===== config.mk =====
export PLATFORM = sky130hd
export DESIGN_NAME = frt_flags
export DESIGN_NICKNAME = d
export VERILOG_FILES = /design/src/include/frt_pkg.sv /design/src/design/pin_edge_detect.sv /design/src/design/flag_cell.sv /design/src/design/frt_flags.sv
export VERILOG_INCLUDE_DIRS = /design/src /design/src/include
export SDC_FILE = /design/constraint.sdc
export NUM_CORES = 1
export LEC_CHECK = 0
export BUFFER_PORTS_ARGS = -buffer_cell sky130_fd_sc_hd__buf_2
export CELL_PAD_IN_SITES_DETAIL_PLACEMENT = 0
export CELL_PAD_IN_SITES_GLOBAL_PLACEMENT = 1
export CORE_ASPECT_RATIO = 0.75
export CORE_MARGIN = 2
export CORE_UTILIZATION = 52
export CTS_BUF_LIST = sky130_fd_sc_hd__clkbuf_4 sky130_fd_sc_hd__clkbuf_8
export CTS_CLUSTER_DIAMETER = 100
export DETAILED_ROUTE_END_ITERATION = 10
export PLACE_DENSITY_LB_ADDON = 0.1
export SETUP_SLACK_MARGIN = 0.15
export SYNTH_ARGS = -nofsm -noshare
export SYNTH_HDL_FRONTEND = slang
export SYNTH_HIERARCHICAL = 1
export SYNTH_SLANG_ARGS = --single-unit

===== constraint.sdc =====
create_clock -name clk -period 6.6 [get_ports clk]
set_clock_uncertainty 0.15 [all_clocks]
set_input_delay 0.33 -clock clk [delete_from_list [all_inputs] [get_ports clk]]
set_output_delay 0.33 -clock clk [all_outputs]
set_load 0.1 [all_outputs]

===== src/include/frt_consts.svh =====
// What this block does
// - Pin D edge captures counter unless buffered
// - Buffered mode: pin D sets flag only
// - Buffered flag D raises enabled interrupt
// - Counter equal compare A sets flag A
// - Counter equal compare B sets flag B
// - Counter wrap to zero sets overflow flag, except when Clear-on-match-A zeroes it at match
// - Clear-on-match-A bit zeroes counter at match
// - Flags clear only by read-one-then-write-zero
// - Writing one never sets any flag
// - Capture flag C clears by read-then-zero
// - Overflow flag clears by read-then-zero
// - Edge select D: 0 falling, 1 rising
// - Buffer B moves old capture B into D
`ifndef FRT_CONSTS_SVH
`define FRT_CONSTS_SVH
`define ADDR_STATUS 8'h00
`define ADDR_CONTROL 8'h04
`define ADDR_COMPARE_A 8'h08
`define ADDR_COMPARE_B 8'h0C
`define ADDR_CAPTURE_B 8'h10
`define ADDR_CAPTURE_D 8'h14
`define ADDR_COUNTER 8'h18
`define ADDR_IRQ_MASK 8'h1C
`define ADDR_IRQ_STATUS 8'h20
`define BIT_FLAG_C 5
`define BIT_FLAG_D 4
`define BIT_FLAG_A 3
`define BIT_FLAG_B 2
`define BIT_OVF 1
`define BIT_CLR_A 0
`define CTL_EDGE_B 0
`define CTL_EDGE_C 1
`define CTL_EDGE_D 2
`define CTL_BUF_B 3
`define CTL_IRQ_D 4
`define FLAG_MASK 8'h3E
`define COUNTER_MAX 16'hFFFF
`define COUNTER_ZERO 16'h0000
`define RESP_OKAY 2'h0
`define RESP_SLVERR 2'h2
`endif


===== src/include/frt_pkg.sv =====
`default_nettype none
package frt_pkg;
    typedef struct packed {
        logic flag_c;
        logic flag_d;
        logic flag_a;
        logic flag_b;
        logic ovf;
    } events_s;
    typedef enum logic [2:0] {
        WR_IDLE = 3'b001,
        WR_RESP = 3'b010,
        WR_HOLD = 3'b100
    } wr_state_e;
endpackage
`default_nettype wire


===== src/design/pin_edge_detect.sv =====
`default_nettype none
module pin_edge_detect (
    input wire logic clk,
    input wire logic sys_rst,
    input wire logic pin,
    input wire logic rising,
    output logic edge_seen
);
    logic sync1, sync2, prev;
    logic next_sync1, next_sync2, next_prev;
    always_comb begin
        next_sync1 = pin;
        next_sync2 = sync1;
        next_prev = sync2;
    end
    always_ff @(posedge clk or posedge sys_rst) begin
        if (sys_rst) begin
            sync1 <= 1'b0;
            sync2 <= 1'b0;
            prev <= 1'b0;
        end else begin
            sync1 <= next_sync1;
            sync2 <= next_sync2;
            prev <= next_prev;
        end
    end
    // Polarity 1 watches rising, 0 falling.
    assign edge_seen = rising ? (sync2 & ~prev) : (~sync2 & prev);
endmodule
`default_nettype wire


===== src/design/flag_cell.sv =====
`default_nettype none
module flag_cell (
    input wire logic clk,
    input wire logic sys_rst,
    input wire logic set,
    input wire logic read_seen,
    input wire logic write_zero,
    output logic flag
);
    logic armed;
    logic next_flag, next_armed;
    always_comb begin
        next_flag = flag;
        next_armed = armed;
        if (read_seen && flag) begin
            next_armed = 1'b1;
        end
        // Clear needs an earlier read of one.
        if (write_zero && armed) begin
            next_flag = 1'b0;
            next_armed = 1'b0;
        end
        // A set in the same cycle wins.
        if (set) begin
            next_flag = 1'b1;
        end
    end
    always_ff @(posedge clk or posedge sys_rst) begin
        if (sys_rst) begin
            flag <= 1'b0;
            armed <= 1'b0;
        end else begin
            flag <= next_flag;
            armed <= next_armed;
        end
    end
endmodule
`default_nettype wire


===== src/design/frt_flags.sv =====
`include "frt_consts.svh"
`default_nettype none
module frt_flags #(
    parameter int WIDTH = 16
) (
    input wire logic clk,
    input wire logic sys_rst,
    input wire logic capture_pin_b,
    input wire logic capture_pin_c,
    input wire logic capture_pin_d,
    input wire logic [7:0] s_axi_awaddr,
    input wire logic s_axi_awvalid,
    output logic s_axi_awready,
    input wire logic [31:0] s_axi_wdata,
    input wire logic [3:0] s_axi_wstrb,
    input wire logic s_axi_wvalid,
    output logic s_axi_wready,
    output logic [1:0] s_axi_bresp,
    output logic s_axi_bvalid,
    input wire logic s_axi_bready,
    input wire logic [7:0] s_axi_araddr,
    input wire logic s_axi_arvalid,
    output logic s_axi_arready,
    output logic [31:0] s_axi_rdata,
    output logic [1:0] s_axi_rresp,
    output logic s_axi_rvalid,
    input wire logic s_axi_rready,
    output logic irq
);
    ////////////////////////////////////////////////////////////////////////
    logic [WIDTH-1:0] free_running_counter, next_counter;
    logic [WIDTH-1:0] compare_reg_a, next_compare_a;
    logic [WIDTH-1:0] compare_reg_b, next_compare_b;
    logic [WIDTH-1:0] capture_reg_b, next_capture_b;
    logic [WIDTH-1:0] capture_reg_d, next_capture_d;
    logic [4:0] control, next_control;
    logic clear_on_match_a, next_clear_a;
    logic [4:0] irq_mask, next_irq_mask;
    logic [4:0] irq_status, next_irq_status;
    logic next_irq;
    frt_pkg::events_s ev, flags;
    logic edge_b, edge_c, edge_d;
    logic buffer_enable_b, edge_select_d, capture_d_irq_enable;
    logic match_a, match_b, wrap;
    logic status_read, status_wr_go;
    logic [7:0] wbyte;

    assign buffer_enable_b = control[`CTL_BUF_B];
    assign edge_select_d = control[`CTL_EDGE_D];
    assign capture_d_irq_enable = control[`CTL_IRQ_D];

    pin_edge_detect det_b (.clk(clk), .sys_rst(sys_rst),
        .pin(capture_pin_b), .rising(control[`CTL_EDGE_B]),
        .edge_seen(edge_b));
    pin_edge_detect det_c (.clk(clk), .sys_rst(sys_rst),
        .pin(capture_pin_c), .rising(control[`CTL_EDGE_C]),
        .edge_seen(edge_c));
    pin_edge_detect det_d (.clk(clk), .sys_rst(sys_rst),
        .pin(capture_pin_d), .rising(edge_select_d),
        .edge_seen(edge_d));

    ////////////////////////////////////////////////////////////////////////
    assign match_a = (free_running_counter == compare_reg_a);
    assign match_b = (free_running_counter == compare_reg_b);
    assign wrap = (free_running_counter == `COUNTER_MAX);

    always_comb begin
        ev.flag_c = edge_c;
        ev.flag_d = edge_d;
        ev.flag_a = match_a;
        ev.flag_b = match_b;
        ev.ovf = wrap && !(clear_on_match_a && match_a);
    end

    always_comb begin
        next_counter = free_running_counter + 1'b1;
        if (clear_on_match_a && match_a) begin
            next_counter = `COUNTER_ZERO;
        end
        next_capture_b = capture_reg_b;
        next_capture_d = capture_reg_d;
        if (edge_b) begin
            next_capture_b = free_running_counter;
            if (buffer_enable_b) begin
                next_capture_d = capture_reg_b;
            end
        end
        if (edge_d && !buffer_enable_b) begin
            next_capture_d = free_running_counter;
        end
    end

    ////////////////////////////////////////////////////////////////////////
    // Flag cells: arm on a status read, clear on a later zero write.
    assign status_read = s_axi_arvalid && s_axi_arready &&
        (s_axi_araddr == `ADDR_STATUS);

    flag_cell cell_c (.clk(clk), .sys_rst(sys_rst), .set(ev.flag_c),
        .read_seen(status_read),
        .write_zero(status_wr_go && !wbyte[`BIT_FLAG_C]),
        .flag(flags.flag_c));
    flag_cell cell_d (.clk(clk), .sys_rst(sys_rst), .set(ev.flag_d),
        .read_seen(status_read),
        .write_zero(status_wr_go && !wbyte[`BIT_FLAG_D]),
        .flag(flags.flag_d));
    flag_cell cell_a (.clk(clk), .sys_rst(sys_rst), .set(ev.flag_a),
        .read_seen(status_read),
        .write_zero(status_wr_go && !wbyte[`BIT_FLAG_A]),
        .flag(flags.flag_a));
    flag_cell cell_b (.clk(clk), .sys_rst(sys_rst), .set(ev.flag_b),
        .read_seen(status_read),
        .write_zero(status_wr_go && !wbyte[`BIT_FLAG_B]),
        .flag(flags.flag_b));
    flag_cell cell_o (.clk(clk), .sys_rst(sys_rst), .set(ev.ovf),
        .read_seen(status_read),
        .write_zero(status_wr_go && !wbyte[`BIT_OVF]),
        .flag(flags.ovf));

    ////////////////////////////////////////////////////////////////////////
    // Write channel: address and data may arrive in either order.
    frt_pkg::wr_state_e wr_state, next_wr_state;
    logic aw_held, w_held, next_aw_held, next_w_held;
    logic [7:0] aw_addr, next_aw_addr;
    logic [31:0] w_data, next_w_data;
    logic [3:0] w_strb, next_w_strb;
    logic next_awready, next_wready, next_bvalid;
    logic [1:0] next_bresp;
    logic wr_go;
    logic [7:0] wa;
    logic [31:0] wd;
    logic [3:0] ws;
    logic wr_known;

    assign wa = aw_held ? aw_addr : s_axi_awaddr;
    assign wd = w_held ? w_data : s_axi_wdata;
    assign ws = w_held ? w_strb : s_axi_wstrb;
    assign wr_go = (wr_state == frt_pkg::WR_IDLE) &&
        (aw_held || (s_axi_awvalid && s_axi_awready)) &&
        (w_held || (s_axi_wvalid && s_axi_wready));
    assign wbyte = ws[0] ? wd[7:0] : 8'hFF;
    assign status_wr_go = wr_go && (wa == `ADDR_STATUS);

    always_comb begin
        wr_known = (wa == `ADDR_STATUS) || (wa == `ADDR_CONTROL) ||
            (wa == `ADDR_COMPARE_A) || (wa == `ADDR_COMPARE_B) ||
            (wa == `ADDR_CAPTURE_B) || (wa == `ADDR_CAPTURE_D) ||
            (wa == `ADDR_COUNTER) || (wa == `ADDR_IRQ_MASK) ||
            (wa == `ADDR_IRQ_STATUS);
    end

    always_comb begin
        next_wr_state = wr_state;
        next_aw_held = aw_held;
        next_w_held = w_held;
        next_aw_addr = aw_addr;
        next_w_data = w_data;
        next_w_strb = w_strb;
        next_awready = s_axi_awready;
        next_wready = s_axi_wready;
        next_bvalid = s_axi_bvalid;
        next_bresp = s_axi_bresp;
        case (wr_state)
            frt_pkg::WR_IDLE: begin
                if (s_axi_awvalid && s_axi_awready) begin
                    next_aw_held = 1'b1;
                    next_aw_addr = s_axi_awaddr;
                    next_awready = 1'b0;
                end
                if (s_axi_wvalid && s_axi_wready) begin
                    next_w_held = 1'b1;
                    next_w_data = s_axi_wdata;
                    next_w_strb = s_axi_wstrb;
                    next_wready = 1'b0;
                end
                if (wr_go) begin
                    next_aw_held = 1'b0;
                    next_w_held = 1'b0;
                    next_awready = 1'b0;
                    next_wready = 1'b0;
                    next_bvalid = 1'b1;
                    next_bresp = wr_known ? `RESP_OKAY : `RESP_SLVERR;
                    next_wr_state = frt_pkg::WR_RESP;
                end
            end
            frt_pkg::WR_RESP: begin
                if (s_axi_bready) begin
                    next_bvalid = 1'b0;
                    next_wr_state = frt_pkg::WR_HOLD;
                end
            end
            frt_pkg::WR_HOLD: begin
                next_awready = 1'b1;
                next_wready = 1'b1;
                next_wr_state = frt_pkg::WR_IDLE;
            end
            default: begin
                next_wr_state = frt_pkg::WR_IDLE;
            end
        endcase
    end

    ////////////////////////////////////////////////////////////////////////
    // Register updates from software writes.
    always_comb begin
        next_control = control;
        next_clear_a = clear_on_match_a;
        next_compare_a = compare_reg_a;
        next_compare_b = compare_reg_b;
        next_irq_mask = irq_mask;
        next_irq_status = irq_status | ev;
        if (wr_go) begin
            if (wa == `ADDR_STATUS) begin
                if (ws[0]) begin
                    next_clear_a = wd[`BIT_CLR_A];
                end
            end else if (wa == `ADDR_CONTROL) begin
                if (ws[0]) begin
                    next_control = wd[4:0];
                end
            end else if (wa == `ADDR_COMPARE_A) begin
                if (ws[0]) next_compare_a[7:0] = wd[7:0];
                if (ws[1]) next_compare_a[15:8] = wd[15:8];
            end else if (wa == `ADDR_COMPARE_B) begin
                if (ws[0]) next_compare_b[7:0] = wd[7:0];
                if (ws[1]) next_compare_b[15:8] = wd[15:8];
            end else if (wa == `ADDR_IRQ_MASK) begin
                if (ws[0]) next_irq_mask = wd[4:0];
            end else if (wa == `ADDR_IRQ_STATUS) begin
                if (ws[0]) begin
                    // Set wins over the write-one clear.
                    next_irq_status = (irq_status & ~wd[4:0]) | ev;
                end
            end
        end
    end

    logic [WIDTH-1:0] counter_final;
    always_comb begin
        counter_final = next_counter;
        if (wr_go && wa == `ADDR_COUNTER) begin
            if (ws[0]) counter_final[7:0] = wd[7:0];
            if (ws[1]) counter_final[15:8] = wd[15:8];
        end
    end

    // Capture D interrupts through irq_mask, and also directly in buffered mode when enabled.
    always_comb begin
        next_irq = |(irq_status & irq_mask) ||
            (flags.flag_d && buffer_enable_b && capture_d_irq_enable);
    end

    ////////////////////////////////////////////////////////////////////////
    // Read channel: one cycle from accept to data.
    logic [31:0] rd_word, next_rdata;
    logic [1:0] next_rresp;
    logic next_rvalid, next_arready;
    always_comb begin
        rd_word = 32'h0000_0000;
        next_rresp = `RESP_OKAY;
        if (s_axi_araddr == `ADDR_STATUS) begin
            rd_word[7:0] = {2'h0, flags, clear_on_match_a};
        end else if (s_axi_araddr == `ADDR_CONTROL) begin
            rd_word[4:0] = control;
        end else if (s_axi_araddr == `ADDR_COMPARE_A) begin
            rd_word[15:0] = compare_reg_a;
        end else if (s_axi_araddr == `ADDR_COMPARE_B) begin
            rd_word[15:0] = compare_reg_b;
        end else if (s_axi_araddr == `ADDR_CAPTURE_B) begin
            rd_word[15:0] = capture_reg_b;
        end else if (s_axi_araddr == `ADDR_CAPTURE_D) begin
            rd_word[15:0] = capture_reg_d;
        end else if (s_axi_araddr == `ADDR_COUNTER) begin
            rd_word[15:0] = free_running_counter;
        end else if (s_axi_araddr == `ADDR_IRQ_MASK) begin
            rd_word[4:0] = irq_mask;
        end else if (s_axi_araddr == `ADDR_IRQ_STATUS) begin
            rd_word[4:0] = irq_status;
        end else begin
            next_rresp = `RESP_SLVERR;
        end
        next_rdata = s_axi_rdata;
        next_rvalid = s_axi_rvalid;
        next_arready = s_axi_arready;
        if (s_axi_arvalid && s_axi_arready) begin
            next_rdata = rd_word;
            next_rvalid = 1'b1;
            next_arready = 1'b0;
        end else if (s_axi_rvalid && s_axi_rready) begin
            next_rvalid = 1'b0;
            next_arready = 1'b1;
        end
        if (!(s_axi_arvalid && s_axi_arready)) begin
            next_rresp = s_axi_rresp;
        end
    end

    ////////////////////////////////////////////////////////////////////////
    always_ff @(posedge clk or posedge sys_rst) begin
        if (sys_rst) begin
            free_running_counter <= `COUNTER_ZERO;
            compare_reg_a <= 16'hFFFF;
            compare_reg_b <= 16'hFFFF;
            capture_reg_b <= 16'h0000;
            capture_reg_d <= 16'h0000;
            control <= 5'h00;
            clear_on_match_a <= 1'b0;
            irq_mask <= 5'h00;
            irq_status <= 5'h00;
            irq <= 1'b0;
            wr_state <= frt_pkg::WR_IDLE;
            aw_held <= 1'b0;
            w_held <= 1'b0;
            aw_addr <= 8'h00;
            w_data <= 32'h0000_0000;
            w_strb <= 4'h0;
            s_axi_awready <= 1'b1;
            s_axi_wready <= 1'b1;
            s_axi_bvalid <= 1'b0;
            s_axi_bresp <= 2'h0;
            s_axi_arready <= 1'b1;
            s_axi_rvalid <= 1'b0;
            s_axi_rdata <= 32'h0000_0000;
            s_axi_rresp <= 2'h0;
        end else begin
            free_running_counter <= counter_final;
            compare_reg_a <= next_compare_a;
            compare_reg_b <= next_compare_b;
            capture_reg_b <= next_capture_b;
            capture_reg_d <= next_capture_d;
            control <= next_control;
            clear_on_match_a <= next_clear_a;
            irq_mask <= next_irq_mask;
            irq_status <= next_irq_status;
            irq <= next_irq;
            wr_state <= next_wr_state;
            aw_held <= next_aw_held;
            w_held <= next_w_held;
            aw_addr <= next_aw_addr;
            w_data <= next_w_data;
            w_strb <= next_w_strb;
            s_axi_awready <= next_awready;
            s_axi_wready <= next_wready;
            s_axi_bvalid <= next_bvalid;
            s_axi_bresp <= next_bresp;
            s_axi_arready <= next_arready;
            s_axi_rvalid <= next_rvalid;
            s_axi_rdata <= next_rdata;
            s_axi_rresp <= next_rresp;
        end
    end
endmodule
`default_nettype wire


---- Yosys cells after proc, flatten, opt, wreduce, memory -nomap -nowiden ----
Index checks and enable logic that the tools add are counted.
word-level totals
  output and inout bits ................... 42
  bits in registers ....................... 172
  bits of input ports ..................... 62
  logic and storage cells ................. 261
operators by class
  multiplexer cells ....................... 84
  reduce and logical (&&, ||, !) cells .... 84
  bitwise logic cells ..................... 21
  add/sub/neg operators ................... 1
  eq/ne operators ......................... 26
operators by type and width
  operator                                        count
  two-way mux 16 bit                              10
  == test 8 x 5 -> 1 bit (second input constant)  8
  two-way mux 5 bit                               12
  two-way mux 8 bit                               5
  two-way mux 1 bit                               37
  nonzero test 2 bit                              17
  == test 16 bit                                  2
  == test 8 x 4 -> 1 bit (second input constant)  4
  logical AND 1 bit                               29
  two-way mux 11 bit                              2
  two-way mux 2 bit                               11
  AND reduction 2 bit                             9
  adder 16 x 1 -> 16 bit (second input constant)  1
  == test 16 bit (second input constant)          1
  == test 8 x 3 -> 1 bit (second input constant)  2
  == test 8 x 6 -> 1 bit (second input constant)  2
  logical NOT 8 bit                               2
  AND reduction 6 bit                             2
  logical OR 1 bit                                11
  bitwise AND 5 bit                               2
  inverter 1 bit                                  10
  OR 5 bit                                        2
  AND reduction 5 bit                             2
  logical NOT 1 bit                               7
  other kinds (15)                                26

---- Depth between registers and ports, before layout ----
  depth after elaboration ................. 13
  mapped depth ............................ 9
  mapped depth without buffers ............ 7

---- Modules after synthesis ----
The synthesis kept the hierarchy.
by module, submodules not included
  module           cells each  times used  area an instance (um^2)  seq. area each (um^2)
  frt_flags        772         1           8154.1                   3823.7
  flag_cell        7           5           78.8                     50.0
  pin_edge_detect  7           3           101.3                    75.1

---- Worst setup path before layout ----
No wires, ideal clock.
  path type ............................... register to register
  start point ............................. reg s_axi_wready
  end point ............................... reg cell_b.flag
  cell stages (with the launch flop) ...... 8
  data arrival time ....................... 2.204 ns
  setup time .............................. 0.118 ns
  period minus slack after synthesis ...... 2.473 ns
  required time ........................... 6.332 ns
  path buffers ............................ 1
  setup slack ............................. 4.127 ns
  cells stage by stage .................... dfstp_2 > a21oi_1 > nor4_1 > buf_2 > nand3_1 > nor2_1 > nand2_1 > a21o_1
between the ends
  cells in the longest elaborated chain, start to end .. 7
ends and longest elaborated chain
  what                          RTL line          text
  start: declaration            frt_flags.sv:17   output logic s_axi_wready,
  start signal: assignment      frt_flags.sv:342  s_axi_wready <= next_wready;
  logical AND 1 bit             frt_flags.sv:139  (w_held || (s_axi_wvalid && s_axi_wready));
  logical OR 1 bit              frt_flags.sv:139
  logical AND 1 bit             frt_flags.sv:138  (aw_held || (s_axi_awvalid && s_axi_awready)) &&
  logical AND 1 bit             frt_flags.sv:141  assign status_wr_go = wr_go && (wa == `ADDR_STATUS);
  logical AND 1 bit             frt_flags.sv:112  .write_zero(status_wr_go && !wbyte[`BIT_FLAG_B]),
  logical AND 1 bit             flag_cell.sv:19   if (write_zero && armed) begin
  nonzero test 2 bit (no line)  n/a
  end signal: assignment        flag_cell.sv:33   flag <= next_flag;
  end: declaration              flag_cell.sv:8    output logic flag
No other way between the ends.
A chain may end at the register's enable or synchronous reset.

---- Worst setup path in the final report ----
  start point ............................. reg aw_held
  end point ............................... reg compare_reg_a[14]
between the ends
  cells in the longest elaborated chain, start to end .. 4
  elaborated cells on any way between the ends .. 10
  classes of those cells .................. eq/ne: 2; mux: 1; bitwise: 2; reduce/logical: 5
ends and longest elaborated chain
  what                                                            RTL line                            text
  start: declaration                                              frt_flags.sv:122                    logic aw_held, w_held, next_aw_held, next_w_held;
  start signal: assignment                                        frt_flags.sv:336                    aw_held <= next_aw_held;
  two-way mux 8 bit or logical OR 1 bit (tied branches)           frt_flags.sv:134, frt_flags.sv:138
  == test 8 x 3 -> 1 bit (no line), or another cell as far along  n/a
  inverter 1 bit (no line) or logical AND 1 bit (tied branches)   n/a
  AND reduction 5 bit (no line) *                                 n/a
  end signal: assignment                                          frt_flags.sv:326                    compare_reg_a <= next_compare_a;
  end: declaration                                                frt_flags.sv:32                     logic [WIDTH-1:0] compare_reg_a, next_compare_a;
Every way passes the cells marked *; elsewhere a longest branch is shown, timed or not.

==> results_dict.tcl <==
set metrics [dict create \
    max_freq_mhz 332 \
    drtIter0Drc 613 \
    cts.sinks 170 \
    firstDrtPassIters 6 \
    num_rows 41 \
    nFillCells 1368 \
    dpl.hpwl_um 15900 \
    max_stage_delay_ns 0.66 \
    maxSlewHeadroom 0.168 \
    cts_buffers 17 \
    place_congestion 0.864 \
    grt_pass1_vias 6467 \
    io_buffers 67 \
    setup_viol 0 \
    postCtsSetupBuffers 0 \
    cts_hold_buf 34 \
    r2r_end "compare_reg_a[14]$_DFFE_PP1P_" \
    synth_top_area_frac 0.379 \
    hold_path.class "primary input to register" \
    coreArea_sq_um 16700 \
    grt_usage 0.264 \
    yosysTopAreaCell "dfrtp_1" \
    p_per_area_nw_per_um2 217 \
    r2r_slack_ns 3.58 \
    finalHoldViolCount 0 \
    vias 6634 \
    synth_area_leaders "dfrtp_1 38%, mux2_2 14%, dfstp_2 11%" \
    ios 104 \
    yosys-top-cells-count "134 x dfrtp_1, 107 x mux2_2, 78 x nand2_1, 46 x nor2_1, 43 x clkbuf_1" \
    place_area_sq_um 9250 \
    vdd_drop_max_mv 0.132 \
    insertion_delay_ns 0.46 \
    path_cells "or4_1 -> a222oi_1 -> nand3b_1 -> mux2_2" \
    routed_via_density 5.88 \
    drv_cap 0 \
    synth_top_flop_cell "dfrtp_1" \
    cts_root_buffer "clkbuf_8" \
    p_leak_nw 4.33 \
    start_util 0.529 \
    syn_inst 828 \
    yosysSeqAreaShare 0.486 \
    worstSetupStartpointType "register" \
    status "finished clean" \
    ys_warn_count 6 \
    rsz0062_at_grt "false" \
    synthArstFlopShare 1.00 \
    ant_nets 0 \
    drc_errors 0 \
    regArea_sq_um 4300 \
    min_period_over_period 0.457 \
    cts_tree "built" \
    grt_pass1_wl_um 36300 \
    cp.arrival_ns 3.25 \
    cts_resized 0 \
    antenna_found_initial 0 \
    criticalPathCategory "register to register" \
    overflow 0 \
    tns_ns 0 \
    min-delay-start "s_axi_awvalid" \
    finalWirelength_um 22600 \
    crit_path_start "aw_held$_DFFE_PP0P_" \
    synth_most_common_cell "dfrtp_1" \
    tightestPinTransition_ns 1.24 \
    clk_pin_slew_ns 0.09 \
    hold_path_end "s_axi_awready$_DFFE_PP1P_" \
    synth.distinct_cells 60 \
    drive_gt1_frac 0.287 \
    min_period_ns 3.02 \
    synth_area_sq_um 8850 \
    synth_edf_count 0 \
    die_area_sq_um 18100 \
    design_area_sq_um 10000 \
    nNetsFinal 963 \
    grt_max_degree 88 \
    diodes 0 \
    die_x_um 155 \
    rr_worst_depth 4 \
    syn_to_final_growth_pct 12.9 \
    htree_num_levels 4 \
    clk_path_buf_depth 2 \
    min_path_cells 4 \
    rr_startpoint "aw_held$_DFFE_PP0P_" \
    avgRoutedWirePerCell_um 20.1 \
    synth_seq_cells 170 \
    crit_fanout 17 \
    cpMaxStageDelayCell "a222oi_1" \
    postSynthAreaPerCell_sq_um 10.7 \
    cp.required_ns 6.84 \
    slew_violations 0 \
    cp-end-kind "register" \
    multiInputGateArea_sq_um 4220 \
    die_h_um 117 \
]
cells by family after synthesis:
group | count (synthesis) | share of synthesized area
XOR/XNOR | 46 | 0.0455
buffers and inverters | 89 | 0.0462
multiplexers | 143 | 0.178
flip-flops | 170 | 0.486
other | 1 | 0.000424
AO/OA/AOI/OAI | 148 | 0.116
adder cells (fa/ha/maj) | 1 | 0.00141
AND/OR/NAND/NOR | 230 | 0.127
registers in the layout (all words and copies together), names as in the netlist, 8 cells and up:
signal	cells
aw_addr	8
compare_reg_a	16
free_running_counter	16
capture_reg_d	16
w_data	16
capture_reg_b	16
s_axi_rdata	16
compare_reg_b	16
cells in the final DEF, fill, tap and decap left out, types with 3 or more instances in the layout:
master and n:
nand3_1 22, o21ai_0 42, o22ai_2 3, nand2_1 78
inv_1 16, clkbuf_8 19, nand2b_1 10, o22ai_1 5
mux2_1 8, or4_1 4, and3_1 7, a221oi_1 10
o221ai_1 4, buf_2 67, xnor2_1 36, inv_6 3
a22oi_1 17, buf_4 7, nor2b_1 8, nor3_1 10
a21oi_1 12, mux2_2 107, nor2_1 46, conb_1 18
o2bb2ai_1 10, nand3b_1 3, a21o_1 10, nor4_1 10
clkinv_4 3, dlygate4sd3_1 34, dfrtp_1 134, o31ai_1 11
xor2_1 10, o21a_1 5, nand4_1 14, dfstp_2 36
mux2i_1 28, a2bb2oi_1 3
metal layers:
| metal | vias up | share of wire | GRT usage |
|---|---|---|---|
| met5 | - | 0 | 0 |
| met1 | 3319 | 0.50 | 0.393 |
| met3 | 13 | 0.060 | 0.0619 |
| met2 | 231 | 0.44 | 0.393 |
| met4 | 0 | 0.0061 | 0.0599 |
| li1 | 3071 | - | - |
layout make-up:
class	count	share of cell area
repair buffers	108	0.0728
inverters	17	0.00688
multi-input cells	586	0.422
clock inverters	11	0.0135
well taps	215	0.0269
flip-flops and latches	170	0.430
clock buffers	21	0.0277
worst max-delay path, delay by kind of cell, from the launching register on:
kind,cells,cell delay (ns)
simple gates,2,1.14
compound gates,1,0.66
flops,1,0.56
mux,1,0.43
how the worst max path moves through the flow:
stage / end / cells past startpoint
after floorplan: aw_addr[0]$_DFFE_PP0P_ / 1
after global placement: compare_reg_a[11]$_DFFE_PP1P_ / 4
after detailed placement: compare_reg_a[13]$_DFFE_PP1P_ / 4
after CTS: compare_reg_a[9]$_DFFE_PP1P_ / 4
after global routing: compare_reg_a[9]$_DFFE_PP1P_ / 4
final: compare_reg_a[14]$_DFFE_PP1P_ / 4
stage by stage:
stage	instances	worst slack (ns)	power (mW)	hold slack, ns	utilization
after CTS	1128	3.57	2.19	0.0635	0.598
after global placement	1062	3.65	1.40	0.161	0.553
after detailed placement	1062	3.60	1.41	0.165	0.553
after floorplan	845	2.11	1.35	-0.0788	-
final	1128	3.58	2.17	0.0937	0.598
after global routing	1128	3.43	2.26	0.0889	0.598
where the power goes:
part	total [mW]	switching, mW	internal (mW)	leakage (nW)
Sequential	1.08	0.0162	1.07	2.12
Clock	0.767	0.396	0.371	0.206
Combinational	0.319	0.246	0.0732	2.01
Power figures use the tool's default switching activity.
